[src/rtl/sarseq_pkg.sv]
// ============================================================
// shared constants and types of the conversion sequencer
package sarseq_pkg;

    // register offsets on the special-function bus
    localparam logic [7:0] OFS_MUX_SELECT  = 8'hA9;
    localparam logic [7:0] OFS_D_RES_LOW   = 8'hAA;
    localparam logic [7:0] OFS_D_RES_HIGH  = 8'hAB;
    localparam logic [7:0] OFS_CONFIG_MAIN = 8'hB9;
    localparam logic [7:0] OFS_A_RES_LOW   = 8'hBA;
    localparam logic [7:0] OFS_A_RES_HIGH  = 8'hBB;
    localparam logic [7:0] OFS_B_RES_LOW   = 8'hBC;
    localparam logic [7:0] OFS_B_RES_HIGH  = 8'hBD;
    localparam logic [7:0] OFS_C_RES_LOW   = 8'hBE;
    localparam logic [7:0] OFS_C_RES_HIGH  = 8'hBF;
    localparam logic [7:0] OFS_CTRL_STATUS = 8'hCE;

    // reset values
    localparam logic [7:0] RST_MUX_SELECT  = 8'h00;
    localparam logic [7:0] RST_CONFIG_MAIN = 8'h00;
    localparam logic [7:0] RST_CTRL_STATUS = 8'h00;

    // conv_config_main fields
    localparam int CFG_AZ_REF_BIT   = 7;
    localparam int CFG_POWER_BIT    = 6;
    localparam int CFG_IRQ_EN_BIT   = 5;
    localparam int CFG_JUSTIFY_BIT  = 4;
    localparam int CFG_AVG_LSB      = 2;
    localparam int CFG_PRE_LSB      = 0;

    // conv_control_status fields
    localparam int CS_EN_A_BIT      = 7;
    localparam int CS_FAULT_BIT     = 3;
    localparam int CS_CHOP_BIT      = 3;
    localparam int CS_AZ_OFF_BIT    = 2;
    localparam int CS_DONE_BIT      = 1;
    localparam int CS_GO_BIT        = 0;

    // timing: index of the last of the 16 converter clocks per channel conversion
    localparam logic [3:0] CONV_TICKS_LAST = 4'hF;

    // prescaler terminal counts for divide by 32, 16, 8, 4
    localparam logic [4:0] PRE_LIMIT_DIV32 = 5'h1F;
    localparam logic [4:0] PRE_LIMIT_DIV16 = 5'h0F;
    localparam logic [4:0] PRE_LIMIT_DIV8  = 5'h07;
    localparam logic [4:0] PRE_LIMIT_DIV4  = 5'h03;

    typedef enum logic {
        SARSEQ_IDLE,
        SARSEQ_CONV
    } sarseq_phase_e;

    // full state of the sequencer
    typedef struct packed {
        sarseq_phase_e   phase;
        logic [7:0]      cfg_main;
        logic [7:0]      mux_sel;
        logic [3:0]      chan_en;      // index 0 = channel A
        logic            chop_off;
        logic            az_off_bit;
        logic            done_flag;
        logic            err_flag;
        logic            go;
        logic [1:0]      ch_idx;
        logic [2:0]      samp_cnt;
        logic [3:0]      tick_cnt;
        logic [4:0]      pre_cnt;
        logic            adc_clk;
        logic            conv_start;
        logic [14:0]     acc;
        logic [47:0]     results;      // four 12-bit results, A lowest
        logic [7:0]      rdata;
    } sarseq_state_s;

    // special-function bus request
    typedef struct packed {
        logic [7:0] addr;
        logic       wr;
        logic       rd;
        logic [7:0] wdata;
    } sarseq_sfr_s;

endpackage : sarseq_pkg

[src/rtl/sarseq_top.sv]
`timescale 1ns/10ps
// Functional notes
// RULE1: software powers the converter, then waits 2 us before any start
// RULE2: power bit clear means power-down; no conversion runs
// RULE3: each channel conversion lasts 16 converter clocks, chop on or off
// RULE4: software keeps converter clock at or below 4 MHz
// RULE5: two-bit divider: 00,01,10,11 give system clock /32,/16,/8,/4
// RULE6: start or trigger converts enabled channels in order A, B, C, D
// RULE7: per-channel enable bits include channels; disabled ones are skipped
// RULE8: writing 1 to go bit starts a sequence; it clears when done
// RULE9: busy reads 1 during a sequence, 0 when idle
// RULE10: done flag sets on completion and stays until software writes 0
// RULE11: interrupt raised on completion only while interrupt enable is 1
// RULE12: start during a sequence aborts it and restarts from first channel
// RULE13: start during sequence sets error flag; it clears with done flag
// RULE14: justify bit 1 left-justifies, 0 right-justifies with zero fill
// RULE15: averaging field selects 1, 2, 4 or 8 samples per channel
// RULE16: mux codes 00 route pin inputs; 11 routes bus, common-mode, bandgap
// RULE17: channel D mux: pin, temperature, supply, ptat for 00 to 11
// RULE18: chop-off bit 1 disables comparator offset chopping
// RULE19: auto-zero control written 0 disables amplifier offset zeroing
// RULE20: auto-zero reference 1 uses fixed 1 V, 0 uses converter input
// RULE21: each channel has read-only high and low result bytes
// RULE22: control register bits 3 and 0 read error and busy, write chop and go
// RULE23: hardware trigger is a one-cycle same-clock pulse, treated as start
module sarseq_top (
    input  wire logic        core_clk_i,
    input  wire logic        rst_n_i,
    input  wire logic [7:0]  sfr_addr_i,
    input  wire logic        sfr_wr_i,
    input  wire logic        sfr_rd_i,
    input  wire logic [7:0]  sfr_wdata_i,
    output logic      [7:0]  sfr_rdata_o,
    input  wire logic        pwm_hw_trigger_i,
    input  wire logic [11:0] conv_data_i,
    output logic             converter_power_on_o,
    output logic             adc_clk_o,
    output logic             conv_start_o,
    output logic             busy_o,
    output logic [1:0]       mux_chan_o,
    output logic [1:0]       mux_sel_o,
    output logic             comparator_chop_off_o,
    output logic             amp_autozero_active_o,
    output logic             autozero_ref_sel_o,
    output logic             irq_o
);

    // ============================================================
    // helpers

    // lowest enabled channel at or above 'from'; bit 2 set when none
    function automatic logic [2:0] pick_chan(input logic [3:0] en, input logic [2:0] from);
        logic [2:0] res;
        res = 3'h4;
        for (int i = 3; i >= 0; i--) begin
            if (en[i] && (3'(i) >= from)) begin
                res = {1'b0, 2'(i)};
            end
        end
        return res;
    endfunction : pick_chan

    // formats a raw 12-bit result into a high or low byte
    function automatic logic [7:0] fmt_byte(input logic [11:0] raw, input logic left,
                                            input logic high);
        logic [7:0] b;
        b = 8'h00;
        if (left) begin
            b = high ? raw[11:4] : {raw[3:0], 4'h0};
        end else begin
            b = high ? {4'h0, raw[11:8]} : raw[7:0];
        end
        return b;
    endfunction : fmt_byte

    // ============================================================
    // state

    sarseq_pkg::sarseq_state_s st_r;
    sarseq_pkg::sarseq_state_s st_nxt;
    sarseq_pkg::sarseq_sfr_s   req;

    logic        power_on;
    logic        left_just;
    logic [1:0]  avg_sel;
    logic [1:0]  pre_sel;
    logic [4:0]  pre_limit;
    logic        conv_tick;
    logic        start_req;
    logic        wr_main;
    logic        wr_ctrl;
    logic [2:0]  first_ch;
    logic [2:0]  next_ch;
    logic [2:0]  samp_last;
    logic [14:0] acc_sum;
    logic [11:0] avg_result;
    logic [11:0] res_sel;
    logic [7:0]  rd_val;

    assign req = '{addr: sfr_addr_i, wr: sfr_wr_i, rd: sfr_rd_i, wdata: sfr_wdata_i};

    // decoded configuration
    assign power_on  = st_r.cfg_main[sarseq_pkg::CFG_POWER_BIT];
    assign left_just = st_r.cfg_main[sarseq_pkg::CFG_JUSTIFY_BIT];
    assign avg_sel   = st_r.cfg_main[sarseq_pkg::CFG_AVG_LSB +: 2];
    assign pre_sel   = st_r.cfg_main[sarseq_pkg::CFG_PRE_LSB +: 2];
    assign wr_main   = req.wr && (req.addr == sarseq_pkg::OFS_CONFIG_MAIN);
    assign wr_ctrl   = req.wr && (req.addr == sarseq_pkg::OFS_CTRL_STATUS);

    // divider select
    always_comb begin
        case (pre_sel)                                              // [RULE5]
            2'b00:   pre_limit = sarseq_pkg::PRE_LIMIT_DIV32;
            2'b01:   pre_limit = sarseq_pkg::PRE_LIMIT_DIV16;
            2'b10:   pre_limit = sarseq_pkg::PRE_LIMIT_DIV8;
            default: pre_limit = sarseq_pkg::PRE_LIMIT_DIV4;
        endcase
    end

    assign conv_tick = (st_r.pre_cnt == pre_limit);

    // software go and hardware trigger start the same way; ignored while powered down
    assign start_req = power_on &&                                  // [RULE2]
                       ((wr_ctrl && req.wdata[sarseq_pkg::CS_GO_BIT])   // [RULE8]
                        || pwm_hw_trigger_i);                           // [RULE23]

    // channel picking and averaging arithmetic
    // a start sees enables written with it
    assign first_ch   = pick_chan(wr_ctrl ? {req.wdata[4], req.wdata[5], req.wdata[6],
                                             req.wdata[7]} : st_r.chan_en, 3'h0); // [RULE6]
    assign next_ch    = pick_chan(st_r.chan_en, {1'b0, st_r.ch_idx} + 3'h1); // [RULE7]
    assign samp_last  = 3'((4'h1 << avg_sel) - 4'h1);               // [RULE15]
    assign acc_sum    = st_r.acc + {3'h0, conv_data_i};
    assign avg_result = 12'(acc_sum >> avg_sel);                    // [RULE15]

    // ============================================================
    // next-state logic
    always_comb begin
        st_nxt            = st_r;
        st_nxt.conv_start = 1'b0;

        // configuration writes
        if (wr_main) begin
            st_nxt.cfg_main = req.wdata;
        end
        if (req.wr && (req.addr == sarseq_pkg::OFS_MUX_SELECT)) begin
            st_nxt.mux_sel = req.wdata;
        end
        if (wr_ctrl) begin
            for (int i = 0; i < 4; i++) begin
                st_nxt.chan_en[i] = req.wdata[sarseq_pkg::CS_EN_A_BIT - i];   // [RULE7]
            end
            st_nxt.chop_off   = req.wdata[sarseq_pkg::CS_CHOP_BIT];         // [RULE22]
            st_nxt.az_off_bit = req.wdata[sarseq_pkg::CS_AZ_OFF_BIT];
            // writing 0 clears done and error; writing 1 leaves them alone
            if (!req.wdata[sarseq_pkg::CS_DONE_BIT]) begin
                st_nxt.done_flag = 1'b0;                                    // [RULE10]
                st_nxt.err_flag  = 1'b0;                                    // [RULE13]
            end
        end

        // converter clock divider runs only while a sequence is active
        if (st_r.phase == sarseq_pkg::SARSEQ_CONV) begin
            st_nxt.pre_cnt = conv_tick ? 5'h00 : st_r.pre_cnt + 5'h01;
            st_nxt.adc_clk = (st_r.pre_cnt < (pre_limit >> 1)) ? 1'b0 : 1'b1;
        end else begin
            st_nxt.pre_cnt = 5'h00;
            st_nxt.adc_clk = 1'b0;
        end

        case (st_r.phase)
            sarseq_pkg::SARSEQ_IDLE: begin
            end
            sarseq_pkg::SARSEQ_CONV: begin
                if (conv_tick) begin
                    st_nxt.tick_cnt = st_r.tick_cnt + 4'h1;
                    if (st_r.tick_cnt == sarseq_pkg::CONV_TICKS_LAST) begin  // [RULE3]
                        st_nxt.tick_cnt   = 4'h0;
                        st_nxt.conv_start = 1'b1;
                        if (st_r.samp_cnt == samp_last) begin
                            // channel finished: store the average, move on
                            st_nxt.results[12*st_r.ch_idx +: 12] = avg_result;   // [RULE21]
                            st_nxt.acc      = 15'h0000;
                            st_nxt.samp_cnt = 3'h0;
                            if (next_ch[2]) begin
                                st_nxt.phase      = sarseq_pkg::SARSEQ_IDLE;
                                st_nxt.conv_start = 1'b0;
                                st_nxt.go         = 1'b0;                    // [RULE8]
                                st_nxt.done_flag  = 1'b1;                    // [RULE10]
                            end else begin
                                st_nxt.ch_idx = next_ch[1:0];                // [RULE6]
                            end
                        end else begin
                            st_nxt.acc      = acc_sum;
                            st_nxt.samp_cnt = st_r.samp_cnt + 3'h1;
                        end
                    end
                end
            end
            default: begin
                st_nxt.phase = sarseq_pkg::SARSEQ_IDLE;
            end
        endcase

        // a start wins over the sequence step and restarts from the first enabled channel; a power-down below still overrides it
        if (start_req) begin
            if (st_r.phase == sarseq_pkg::SARSEQ_CONV) begin
                st_nxt.err_flag = 1'b1;                                      // [RULE13]
            end
            st_nxt.tick_cnt = 4'h0;                                          // [RULE12]
            st_nxt.samp_cnt = 3'h0;
            st_nxt.acc      = 15'h0000;
            st_nxt.pre_cnt  = 5'h00;
            st_nxt.adc_clk  = 1'b0;
            if (first_ch[2]) begin
                // nothing enabled: the sequence is empty and completes at once
                st_nxt.phase     = sarseq_pkg::SARSEQ_IDLE;
                st_nxt.go        = 1'b0;
                st_nxt.done_flag = 1'b1;
            end else begin
                st_nxt.phase      = sarseq_pkg::SARSEQ_CONV;
                st_nxt.ch_idx     = first_ch[1:0];
                st_nxt.go         = 1'b1;
                st_nxt.conv_start = 1'b1;
            end
        end

        // power-down aborts a sequence without completing it
        if (!st_nxt.cfg_main[sarseq_pkg::CFG_POWER_BIT]) begin              // [RULE2]
            st_nxt.phase      = sarseq_pkg::SARSEQ_IDLE;
            st_nxt.go         = 1'b0;
            st_nxt.conv_start = 1'b0;
            st_nxt.pre_cnt    = 5'h00;
            st_nxt.adc_clk    = 1'b0;
            st_nxt.tick_cnt   = 4'h0;
            st_nxt.samp_cnt   = 3'h0;
            st_nxt.acc        = 15'h0000;
        end

        st_nxt.rdata = req.rd ? rd_val : st_r.rdata;
    end

    // ============================================================
    // register read mux; results formatted at read time
    always_comb begin
        res_sel = 12'h000;
        rd_val  = 8'h00;
        case (req.addr)
            sarseq_pkg::OFS_A_RES_LOW,
            sarseq_pkg::OFS_A_RES_HIGH: res_sel = st_r.results[11:0];
            sarseq_pkg::OFS_B_RES_LOW,
            sarseq_pkg::OFS_B_RES_HIGH: res_sel = st_r.results[23:12];
            sarseq_pkg::OFS_C_RES_LOW,
            sarseq_pkg::OFS_C_RES_HIGH: res_sel = st_r.results[35:24];
            sarseq_pkg::OFS_D_RES_LOW,
            sarseq_pkg::OFS_D_RES_HIGH: res_sel = st_r.results[47:36];
            default:                    res_sel = 12'h000;
        endcase
        case (req.addr)
            sarseq_pkg::OFS_CONFIG_MAIN: rd_val = st_r.cfg_main;
            sarseq_pkg::OFS_MUX_SELECT:  rd_val = st_r.mux_sel;
            sarseq_pkg::OFS_CTRL_STATUS: begin
                rd_val = {st_r.chan_en[0], st_r.chan_en[1], st_r.chan_en[2],
                          st_r.chan_en[3], st_r.err_flag, 1'b0,
                          st_r.done_flag, st_r.phase == sarseq_pkg::SARSEQ_CONV}; // [RULE22]
            end
            sarseq_pkg::OFS_A_RES_LOW,
            sarseq_pkg::OFS_B_RES_LOW,
            sarseq_pkg::OFS_C_RES_LOW,
            sarseq_pkg::OFS_D_RES_LOW:  rd_val = fmt_byte(res_sel, left_just, 1'b0); // [RULE14]
            sarseq_pkg::OFS_A_RES_HIGH,
            sarseq_pkg::OFS_B_RES_HIGH,
            sarseq_pkg::OFS_C_RES_HIGH,
            sarseq_pkg::OFS_D_RES_HIGH: rd_val = fmt_byte(res_sel, left_just, 1'b1); // [RULE14]
            default:                    rd_val = 8'h00;
        endcase
    end

    // ============================================================
    // state register
    always_ff @(posedge core_clk_i) begin
        if (!rst_n_i) begin
            st_r          <= '0;
            st_r.cfg_main <= sarseq_pkg::RST_CONFIG_MAIN;
            st_r.mux_sel  <= sarseq_pkg::RST_MUX_SELECT;
            st_r.phase    <= sarseq_pkg::SARSEQ_IDLE;
        end else begin
            st_r <= st_nxt;
        end
    end

    // ============================================================
    // outputs to the analog core
    assign sfr_rdata_o           = st_r.rdata;
    assign converter_power_on_o  = power_on;                                // [RULE2]
    assign adc_clk_o             = st_r.adc_clk;                            // [RULE5]
    assign conv_start_o          = st_r.conv_start;
    assign busy_o                = (st_r.phase == sarseq_pkg::SARSEQ_CONV); // [RULE9]
    assign mux_chan_o            = st_r.ch_idx;
    // per-channel two-bit select, channel A in the top field; the core decodes codes
    assign mux_sel_o             = st_r.mux_sel[6 - 2*st_r.ch_idx +: 2];    // [RULE16] [RULE17]
    assign comparator_chop_off_o = st_r.chop_off;                           // [RULE18]
    assign amp_autozero_active_o = st_r.az_off_bit;                         // [RULE19]
    assign autozero_ref_sel_o    = st_r.cfg_main[sarseq_pkg::CFG_AZ_REF_BIT]; // [RULE20]
    // level interrupt, gated by the enable; cleared with the done flag
    assign irq_o = st_r.done_flag & st_r.cfg_main[sarseq_pkg::CFG_IRQ_EN_BIT]; // [RULE11]

endmodule : sarseq_top

[config.mk]
export PLATFORM = sky130hd
export DESIGN_NAME = sarseq_top
export DESIGN_NICKNAME = d
export VERILOG_FILES = /design/src/rtl/sarseq_pkg.sv /design/src/rtl/sarseq_top.sv
export SDC_FILE = /design/constraint.sdc
export NUM_CORES = 1
export LEC_CHECK = 0
export ABC_AREA = 1
export BUFFER_PORTS_ARGS = -buffer_cell sky130_fd_sc_hd__buf_4
export CAP_MARGIN = 5
export CORE_MARGIN = 3
export CORE_UTILIZATION = 28
export CTS_BUF_LIST = sky130_fd_sc_hd__clkbuf_16
export DETAILED_ROUTE_END_ITERATION = 7
export PLACE_DENSITY = 0.45
export SLEW_MARGIN = 25
export SYNTH_ARGS = -nofsm -noshare
export SYNTH_HDL_FRONTEND = slang
export SYNTH_SLANG_ARGS = --single-unit
[constraint.sdc]
create_clock -name core_clk_i -period 3.59 [get_ports core_clk_i]
set_input_delay 0.5385 -clock core_clk_i [delete_from_list [all_inputs] [get_ports core_clk_i]]
set_output_delay 0.5385 -clock core_clk_i [all_outputs]
set_load 0.005 [all_outputs]
==> impl_metrics.json, run 1 <==
{
  "yosysSeqAreaShare_pct": 31.9,
  "avgSynthCellArea_sq_um": 6.46,
  "critPathSlowestCell": "nor2_2",
  "pin_count": 53,
  "first_pass_iters": 5,
  "arrival_ns": 2.97,
  "synthToLayoutAreaGrowth_pct": 13.9,
  "fin_crit_ns": 2.68,
  "place_inst": 1434,
  "worst_slack_ns": 0.914,
  "synth_edf_count": 0,
  "cts_setup_buffers": 0,
  "ir_drop_mv": 0.188,
  "drt-wirelength-per-cell_microns": 15.9,
  "synth_fp_nets": 1147,
  "crit_chain": "nand2_1 -> nand2_1 -> o21ai_1 -> nor2_1 -> nand2_1 -> nor2_4 -> nand2_4 -> nor2_8 -> nand2_2 -> nor2_2 -> nand3_1 -> a21oi_1",
  "synth-seq-cells": 112,
  "grt_remaining_overflow": 0,
  "clock_latency_ns": 0.37,
  "cts.sinks": 112,
  "yosysTopAreaCell": "dfxtp_1",
  "synth_top_cell_area_share_pct": 31.9,
  "crit_path_start_kind": "flop",
  "drv_slew": 0,
  "crit_top_cell": "nand2_1",
  "grt_max_degree": 70,
  "crit_path_end_kind": "flop",
  "start_util_pct": 28.7,
  "first_global_vias": 6753,
  "rows": 57,
  "final.setup.tns_ns": 0,
  "final_core_util_pct": 32.7,
  "fmax_mhz": 374,
  "h-tree-depth": 3,
  "seqCellArea_sq_um": 2240,
  "netlist_area_sq_um": 7030,
  "nFillCells": 2756,
  "p_per_area_nw_per_um2": 299,
  "dpl-instance-area_sq_um": 7720,
  "hold_viol_final": 0,
  "die_w_microns": 164,
  "yosys_warnings": 0,
  "vias": 7042,
  "clk_pin_slew_ns": 0.09,
  "drc": 0,
  "die_h_microns": 164,
  "yosys.cell_types.count": 46,
  "whs_path_depth": 3,
  "status": "complete, no violations",
  "io_buffers": 52,
  "synthTopCellsByArea": "dfxtp_1, nand2_1, nand3_1",
  "cp_num_cells": 12,
  "synthCells": 1089,
  "slowest_delay_ns": 0.55,
  "layout_commonest_cell": "nand2_1",
  "max_slew_margin_pct": 35.6,
  "dp_hpwl_microns": 17800,
  "final_cell_mix": "nand2_1, inv_1, dfxtp_1, nand3_1, a21oi_1",
  "clockBufferDepth": 2,
  "clockRootBuffer": "clkbuf_16",
  "vias_per_cell": 4.85,
  "hold_class": "in2reg",
  "p_leak_nw": 3.29,
  "setup_viol": 0,
  "reg2reg_slack_ns": 0.91,
  "crit_family": "simple AND/OR/NAND/NOR gates",
  "pre_cts_ws_ns": 0.613,
  "synthArstFlopShare_pct": 0,
  "ctsResizeCount": 0,
  "track_usage_pct": 17.5,
  "fin_cells": 1451,
  "nNetsFinal": 1179,
  "multi_input_area_sq_um": 4100,
  "crit_fanout": 13,
  "critPathBufInv": 0,
  "fin_crit_sh_pct": 74.5,
  "rsz0062_at_grt": "false",
  "antenna_found_initial": 0,
  "first_iter_violations": 453,
  "routed_wl_microns": 23100,
  "worstSetupPathType": "reg2reg",
  "final_antenna_net_count": 0,
  "cp.required_ns": 3.88,
  "drive_gt1_share_pct": 10.3,
  "cts_hold_buf": 0,
  "cts_tree": "built",
  "grt_pass1_wl_microns": 37000,
  "coreArea_sq_um": 24500,
  "tightestPinTransition_ns": 0.960,
  "clock_skew_ns": 0.0124,
  "numCtsBuffers": 9,
  "cap_violations": 0,
  "design_area_sq_um": 8010,
  "place.gp.congestion": 0.865,
  "die_area_sq_um": 27100,
  "ys_dominant_reg_cell": "dfxtp_1",
  "reg2regPathDepth": 12
}
-- routing by layer --
layer	GRT usage (%)	wire, microns	vias up
met4	3.93	242	0
met2	28.8	10800	130
met3	2.36	866	15
li1	-	-	3645
met1	24.4	11200	3252
met5	0	0	-
-- kinds of logic after synthesis --
kind of cell | count (synthesis) | synth area share, %
multiplexers | 2 | 0.285
XOR/XNOR | 15 | 1.87
buffers and inverters | 172 | 9.89
adder cells (fa/ha/maj) | 25 | 4.55
flip-flops | 112 | 31.9
AO/OA/AOI/OAI | 211 | 16.9
AND/OR/NAND/NOR | 552 | 34.6
-- power breakdown --
part,internal (W),leakage (nW),switching [W]
clock,0.000487,0.138,0.000541
sequential,0.00124,0.902,0.000000396
combinational,0.0000466,2.25,0.0000829
-- per-stage QoR --
step	total power [W]	hold slack, ns
finish	0.00240	0.439
global route	0.00249	0.434
CTS	0.00244	0.426
detailed placement	0.00140	0.453
global placement	0.00140	0.450
floorplan	0.00134	0.430
-- worst reg2reg max path, delay by kind of cell, from the launching register on --
family / cells / cell delay, ns
DFF: 1 / 0.48
AOI/OAI and AO/OA: 2 / 0.20
and+or+nand+nor: 10 / 1.91
-- path summary, 6_finish.rpt --
check,startpoint,to
setup / recovery,pre_sel[1],flop
hold / removal,sfr_wdata_i[3],comparator_chop_off_o
setup reg to reg,pre_sel[1],flop
hold reg to reg,flop,flop
-- synthesized netlist by cell type, types with 11 or more instances --
cell type	count
nand2_1	315
inv_1	118
dfxtp_1	112
nand3_1	109
a21oi_1	100
nor2_1	74
o21ai_0	57
clkbuf_1	28
ha_1	24
nand4_1	16
buf_4	12
o211ai_1	11
-- final cells by class --
cell class / count / area share [%]
clock inverter: 7 / 0.812
antenna: 1 / 0.0312
inverter: 126 / 5.92
tap: 324 / 5.06
timing repair buffer: 67 / 6.28
sequential: 112 / 28.0
multi-input combinational: 805 / 51.1
clock buffer: 9 / 2.81
Power figures use the tool's default switching activity.
==> run 2, diff against run 1 <==
--- a/config.mk
+++ b/config.mk
@@ -12,7 +12,7 @@
 export CORE_UTILIZATION = 28
 export CTS_BUF_LIST = sky130_fd_sc_hd__clkbuf_16
 export DETAILED_ROUTE_END_ITERATION = 7
-export PLACE_DENSITY = 0.45
+export PLACE_DENSITY = 0.47
 export SLEW_MARGIN = 25
 export SYNTH_ARGS = -nofsm -noshare
 export SYNTH_HDL_FRONTEND = slang
==> constraint.sdc (replaced) <==
create_clock -name core_clk_i -period 2.4 [get_ports core_clk_i]
set_input_delay 0.36 -clock core_clk_i [delete_from_list [all_inputs] [get_ports core_clk_i]]
set_output_delay 0.36 -clock core_clk_i [all_outputs]
set_load 0.005 [all_outputs]
==> run 2 against run 1 <==
Effect of this change: sequential cell count is the same; non-clock buffer count increased by 85; cell count is 5.8% higher; core utilization grew 4.7 points; critical path type unchanged; largest cell class unchanged.
==> impl_metrics.json, run 2 (synthesis results as in run 1) <==
{
  "grt_pass1_wl_microns": 37700,
  "crit_fanout": 4,
  "cts.sinks": 112,
  "coreArea_sq_um": 24500,
  "dp_hpwl_microns": 18400,
  "track_usage_pct": 17.7,
  "n_antenna_cell": 0,
  "first_iter_violations": 408,
  "nFillCells": 2709,
  "r2r-start": "st_r[56]",
  "die_area_sq_um": 27100,
  "synthToLayoutAreaGrowth_pct": 30.4,
  "antenna_found_initial": 0,
  "final_antenna_net_count": 0,
  "clock_latency_ns": 0.37,
  "crit_path_start_kind": "flop",
  "fin_crit_ns": 2.38,
  "cp.required_ns": 2.69,
  "drive_gt1_share_pct": 24.8,
  "pwr-share-clk_pct": 41.6,
  "drv_slew": 0,
  "drt-wirelength-per-cell_microns": 15.7,
  "clockBufferDepth": 2,
  "clockRootBuffer": "clkbuf_16",
  "routed_wl_microns": 24100,
  "arrival_ns": 2.67,
  "cts_hold_buf": 0,
  "grt_max_degree": 70,
  "layout_commonest_cell": "nand2_1",
  "h-tree-depth": 3,
  "final_cell_mix": "nand2_1, buf_4, inv_1, dfxtp_1, a21oi_1",
  "die_h_microns": 164,
  "power.internal_w": 0.00268,
  "place.gp.congestion": 0.872,
  "fin_crit_sh_pct": 99.2,
  "first_global_vias": 7066,
  "tightestPinTransition_ns": 0.855,
  "start_util_pct": 28.7,
  "hold_class": "in2reg",
  "clk_pin_slew_ns": 0.08,
  "drc": 0,
  "hold_viol_final": 0,
  "p_switching_w": 0.000937,
  "fin_cells": 1535,
  "seqPwrFrac_pct": 51.4,
  "place_inst": 1515,
  "pwr-share-comb_pct": 7.0,
  "die_w_microns": 164,
  "p_per_area_nw_per_um2": 394,
  "rsz0062_at_grt": "true",
  "setup_viol": 0,
  "vias_per_cell": 4.82,
  "cap_violations": 0,
  "clock_skew_ns": 0.0114,
  "worstSetupPathType": "reg2reg",
  "crit_path_end_kind": "flop",
  "startpoint": "st_r[56]",
  "nNetsFinal": 1264,
  "rows": 57,
  "status": "complete, no violations",
  "pin_count": 53,
  "power_w": 0.00361,
  "grt_remaining_overflow": 0,
  "max_slew_margin_pct": 43.0,
  "fmax_mhz": 420,
  "min_from": "sfr_wdata_i[3]",
  "swShare_pct": 25.9,
  "p_leak_nw": 3.84,
  "vias": 7400,
  "numCtsBuffers": 9,
  "io_buffers": 52,
  "ir_drop_mv": 0.377,
  "first_pass_iters": 5,
  "cts_tree": "built"
}
## run 2: cell count changes in the layout (fill, tap and decap cells not counted), moves of 5 or more
cell,previous run,this run
nand3_2,0,29
a21oi_1,100,95
nand2_2,4,31
nand3_4,0,9
a21oi_2,3,8
buf_4,67,150
nor2_1,74,69
nand2_1,315,281
nand2_4,5,12
nand3_1,109,71
## run 2: per-stage QoR
stage | hold slack [ns] | cell area [sq um] | utilization, % | setup slack (ns) | setup TNS (ns)
floorplan | 0.430 | 7040 | - | -0.00719 | -0.00719
global placement | 0.449 | 8340 | 34.0 | -0.307 | -10.14
detailed placement | 0.454 | 8340 | 34.0 | -0.334 | -10.79
CTS | 0.251 | 8680 | 35.4 | -0.0145 | -0.0169
global route | 0.291 | 9170 | 37.4 | -0.143 | -1.93
finish | 0.261 | 9170 | 37.4 | 0.0196 | 0
## run 2: worst paths after layout
check | to | slack [ns] | depth (start not counted)
worst max-delay path | flop | 0.02 | 12
worst min-delay path | comparator_chop_off_o | 0.26 | 3
worst max register to register | flop | 0.02 | 12
worst min register to register | sfr_rdata_o[6] | 0.47 | 2
## run 2: final cells by class
class                           count  area, sq um  area share, %
Clock buffer                        9          225           2.45
Clock inverter                      7         48.8          0.532
Inverter                          126          474           5.17
Multi-Input combinational cell    805         4610           50.2
Sequential cell                   112         2250           24.5
Tap cell                          324          405           4.42
Timing Repair Buffer              152         1170           12.7
## run 2: power by group through the flow
stage                     logic (W)  registers [W]  clock network (W)
after global routing       0.000278        0.00186            0.00159
after CTS                  0.000232        0.00186            0.00155
final                      0.000253        0.00186            0.00150
after global placement     0.000228        0.00190                  0
after detailed placement   0.000228        0.00190                  0
after floorplan            0.000104        0.00190                  0
## run 2: timing repair
| action | in CTS | in global routing |
|---|---|---|
| setup buffers | 1 | 3 |
| pin swaps | 2 | 26 |
| setup endpoints to repair | 38 | 45 |
| cloned | 0 | 0 |
| resized for setup | 11 | 110 |
## run 2: critical path: stages, from the launching register on
cell,delay (ns)
dfxtp_2,0.34
ha_4,0.16
fa_2,0.41
nand3_2,0.10
nand3_4,0.11
xnor2_2,0.17
nand2_1,0.08
o211ai_1,0.14
a21oi_1,0.25
nand2_1,0.14
nand2_1,0.15
nand3_1,0.12
a21oi_1,0.13
## run 2: metal layers
metal	global-route usage, %	vias up	share of wire, %
li1	-	3802	-
met1	25.0	3436	49
met2	28.8	138	47
met3	1.63	24	2.8
met4	4.96	0	1.8
met5	0	-	0
==> run 3, diff against run 2 <==
--- a/config.mk
+++ b/config.mk
@@ -12,7 +12,7 @@
 export CORE_UTILIZATION = 28
 export CTS_BUF_LIST = sky130_fd_sc_hd__clkbuf_16
 export DETAILED_ROUTE_END_ITERATION = 7
-export PLACE_DENSITY = 0.47
+export PLACE_DENSITY = 0.45
 export SLEW_MARGIN = 25
 export SYNTH_ARGS = -nofsm -noshare
 export SYNTH_HDL_FRONTEND = slang
==> constraint.sdc (replaced) <==
create_clock -name core_clk_i -period 3 [get_ports core_clk_i]
set_input_delay 0.45 -clock core_clk_i [delete_from_list [all_inputs] [get_ports core_clk_i]]
set_output_delay 0.45 -clock core_clk_i [all_outputs]
set_load 0.005 [all_outputs]
==> run 3 against run 2 <==
Effect of this change: register-to-register slack improved by 0.35 ns; sequential cell count unchanged; global-route usage increased by 0.084 points; cell count decreased by 4.6%; hold slack improved by 0.088 ns; setup slack improved by 0.35 ns; clock skew increased by 0.0040 ns; sequential power decreased by 20%; combinational power decreased by 38%; routed wire length decreased by 2.0%; design area decreased by 11%; via count decreased by 3.5%; largest power group unchanged.
==> impl_metrics.json, run 3 (synthesis results as in run 1) <==
{
  "status": "complete, no violations",
  "coreArea_sq_um": 24500,
  "track_usage_pct": 17.8,
  "layout_commonest_cell": "nand2_1",
  "rows": 57,
  "worst_slack_ns": 0.368,
  "first_pass_iters": 5,
  "place_inst": 1448,
  "reg2reg_slack_ns": 0.37,
  "nNetsFinal": 1193,
  "vias_per_cell": 4.88,
  "fin_cells": 1464,
  "ir_drop_mv": 0.282,
  "crit_fanout": 3,
  "io_buffers": 52,
  "die_area_sq_um": 27100,
  "clock_skew_ns": 0.0154,
  "clockBufferDepth": 2,
  "cp.required_ns": 3.30,
  "clock_latency_ns": 0.37,
  "drt-wirelength-per-cell_microns": 16.1,
  "grt_pass1_wl_microns": 37800,
  "fmax_mhz": 380,
  "n_antenna_cell": 0,
  "start_util_pct": 28.7,
  "max_slew_margin_pct": 45.8,
  "cts_tree": "built",
  "clockRootBuffer": "clkbuf_16",
  "grt_remaining_overflow": 0,
  "vias": 7139,
  "nFillCells": 2765,
  "pre_cts_ws_ns": 0.100,
  "final.setup.tns_ns": 0,
  "crit_path_start_kind": "flop",
  "cts_hold_buf": 0,
  "numCtsBuffers": 9,
  "cts.sinks": 112,
  "crit_path_end_kind": "flop",
  "design_area_sq_um": 8140,
  "first_iter_violations": 454,
  "hold_viol_final": 0,
  "h-tree-depth": 3,
  "setup_viol": 0,
  "rsz0062_at_grt": "false",
  "routed_wl_microns": 23600,
  "tightestPinTransition_ns": 0.813,
  "clk_pin_slew_ns": 0.08,
  "cts_setup_buffers": 0,
  "drv_slew": 0,
  "pin_count": 53,
  "cap_violations": 0,
  "arrival_ns": 2.93,
  "die_h_microns": 164,
  "hold_class": "in2reg",
  "die_w_microns": 164,
  "worstSetupPathType": "reg2reg",
  "final_antenna_net_count": 0,
  "p_per_area_nw_per_um2": 364,
  "dpl-instance-area_sq_um": 7830,
  "fin_crit_ns": 2.63,
  "drive_gt1_share_pct": 11.5,
  "place.gp.congestion": 0.877,
  "dp_hpwl_microns": 18200,
  "antenna_found_initial": 0,
  "fin_crit_sh_pct": 87.7,
  "first_global_vias": 6946,
  "drc": 0,
  "grt_max_degree": 70,
  "final_core_util_pct": 33.2,
  "synthToLayoutAreaGrowth_pct": 15.7,
  "p_leak_nw": 3.36,
  "final_cell_mix": "nand2_1, inv_1, dfxtp_1, nand3_1, a21oi_1",
  "ctsResizeCount": 0
}
[run 3: cell types whose count changed in the layout (fill, tap and decap cells not counted), sizes merged]
cell | previous run | this run
clkinv | 4 | 3
buf | 152 | 81
clkinvlp | 1 | 2
bufinv | 0 | 1
inv | 128 | 127
[run 3: final cells by class]
cell class                      instances  area (sq um)  share of cell area, %
Multi-Input combinational cell        805          4100                   50.3
Sequential cell                       112          2240                   27.6
Timing Repair Buffer                   81           608                   7.47
Inverter                              126           474                   5.83
Tap cell                              324           405                   4.98
Clock buffer                            9           225                   2.77
Clock inverter                          7          87.6                   1.08
[run 3: worst max-delay path: stages (launching register included)]
cell and delay, ns:
dfxtp_1 0.32, ha_1 0.22, fa_1 0.44, nand3_1 0.11, nand3_1 0.13, nand2_1 0.10, nand2_1 0.08, xor2_1 0.26
nand2_1 0.11, nand3_1 0.15, nand3_1 0.08, nand2_1 0.13, nand2_1 0.09, nor2_1 0.13, nand2_1 0.09, a21oi_2 0.12
[run 3: worst paths after layout]
path,start,endpoint,cells past startpoint
worst max-delay path,st_r[56],flop,15
worst min-delay path,sfr_wdata_i[3],comparator_chop_off_o,3
worst min register to register,flop,flop,2
worst max register to register,st_r[56],flop,15
[run 3: metrics by stage]
step	hold WS [ns]	power, W
after floorplan	0.430	0.00160
after global placement	0.449	0.00168
after detailed placement	0.454	0.00168
after CTS	0.337	0.00302
after global routing	0.352	0.00307
final	0.350	0.00296
[run 3: power by group]
group          total (W)  internal, W  switching, W
sequential       0.00149      0.00149   0.000000451
combinational   0.000157    0.0000571      0.000100
clock            0.00132     0.000666      0.000649
[run 3: layer usage]
metal / vias to the layer above / wire (microns) / GRT usage (%)
li1: 3666 / - / -
met1: 3304 / 11500 / 24.7
met2: 146 / 10800 / 28.9
met3: 23 / 1000 / 3.16
met4: 0 / 310 / 3.93
met5: - / 0 / 0
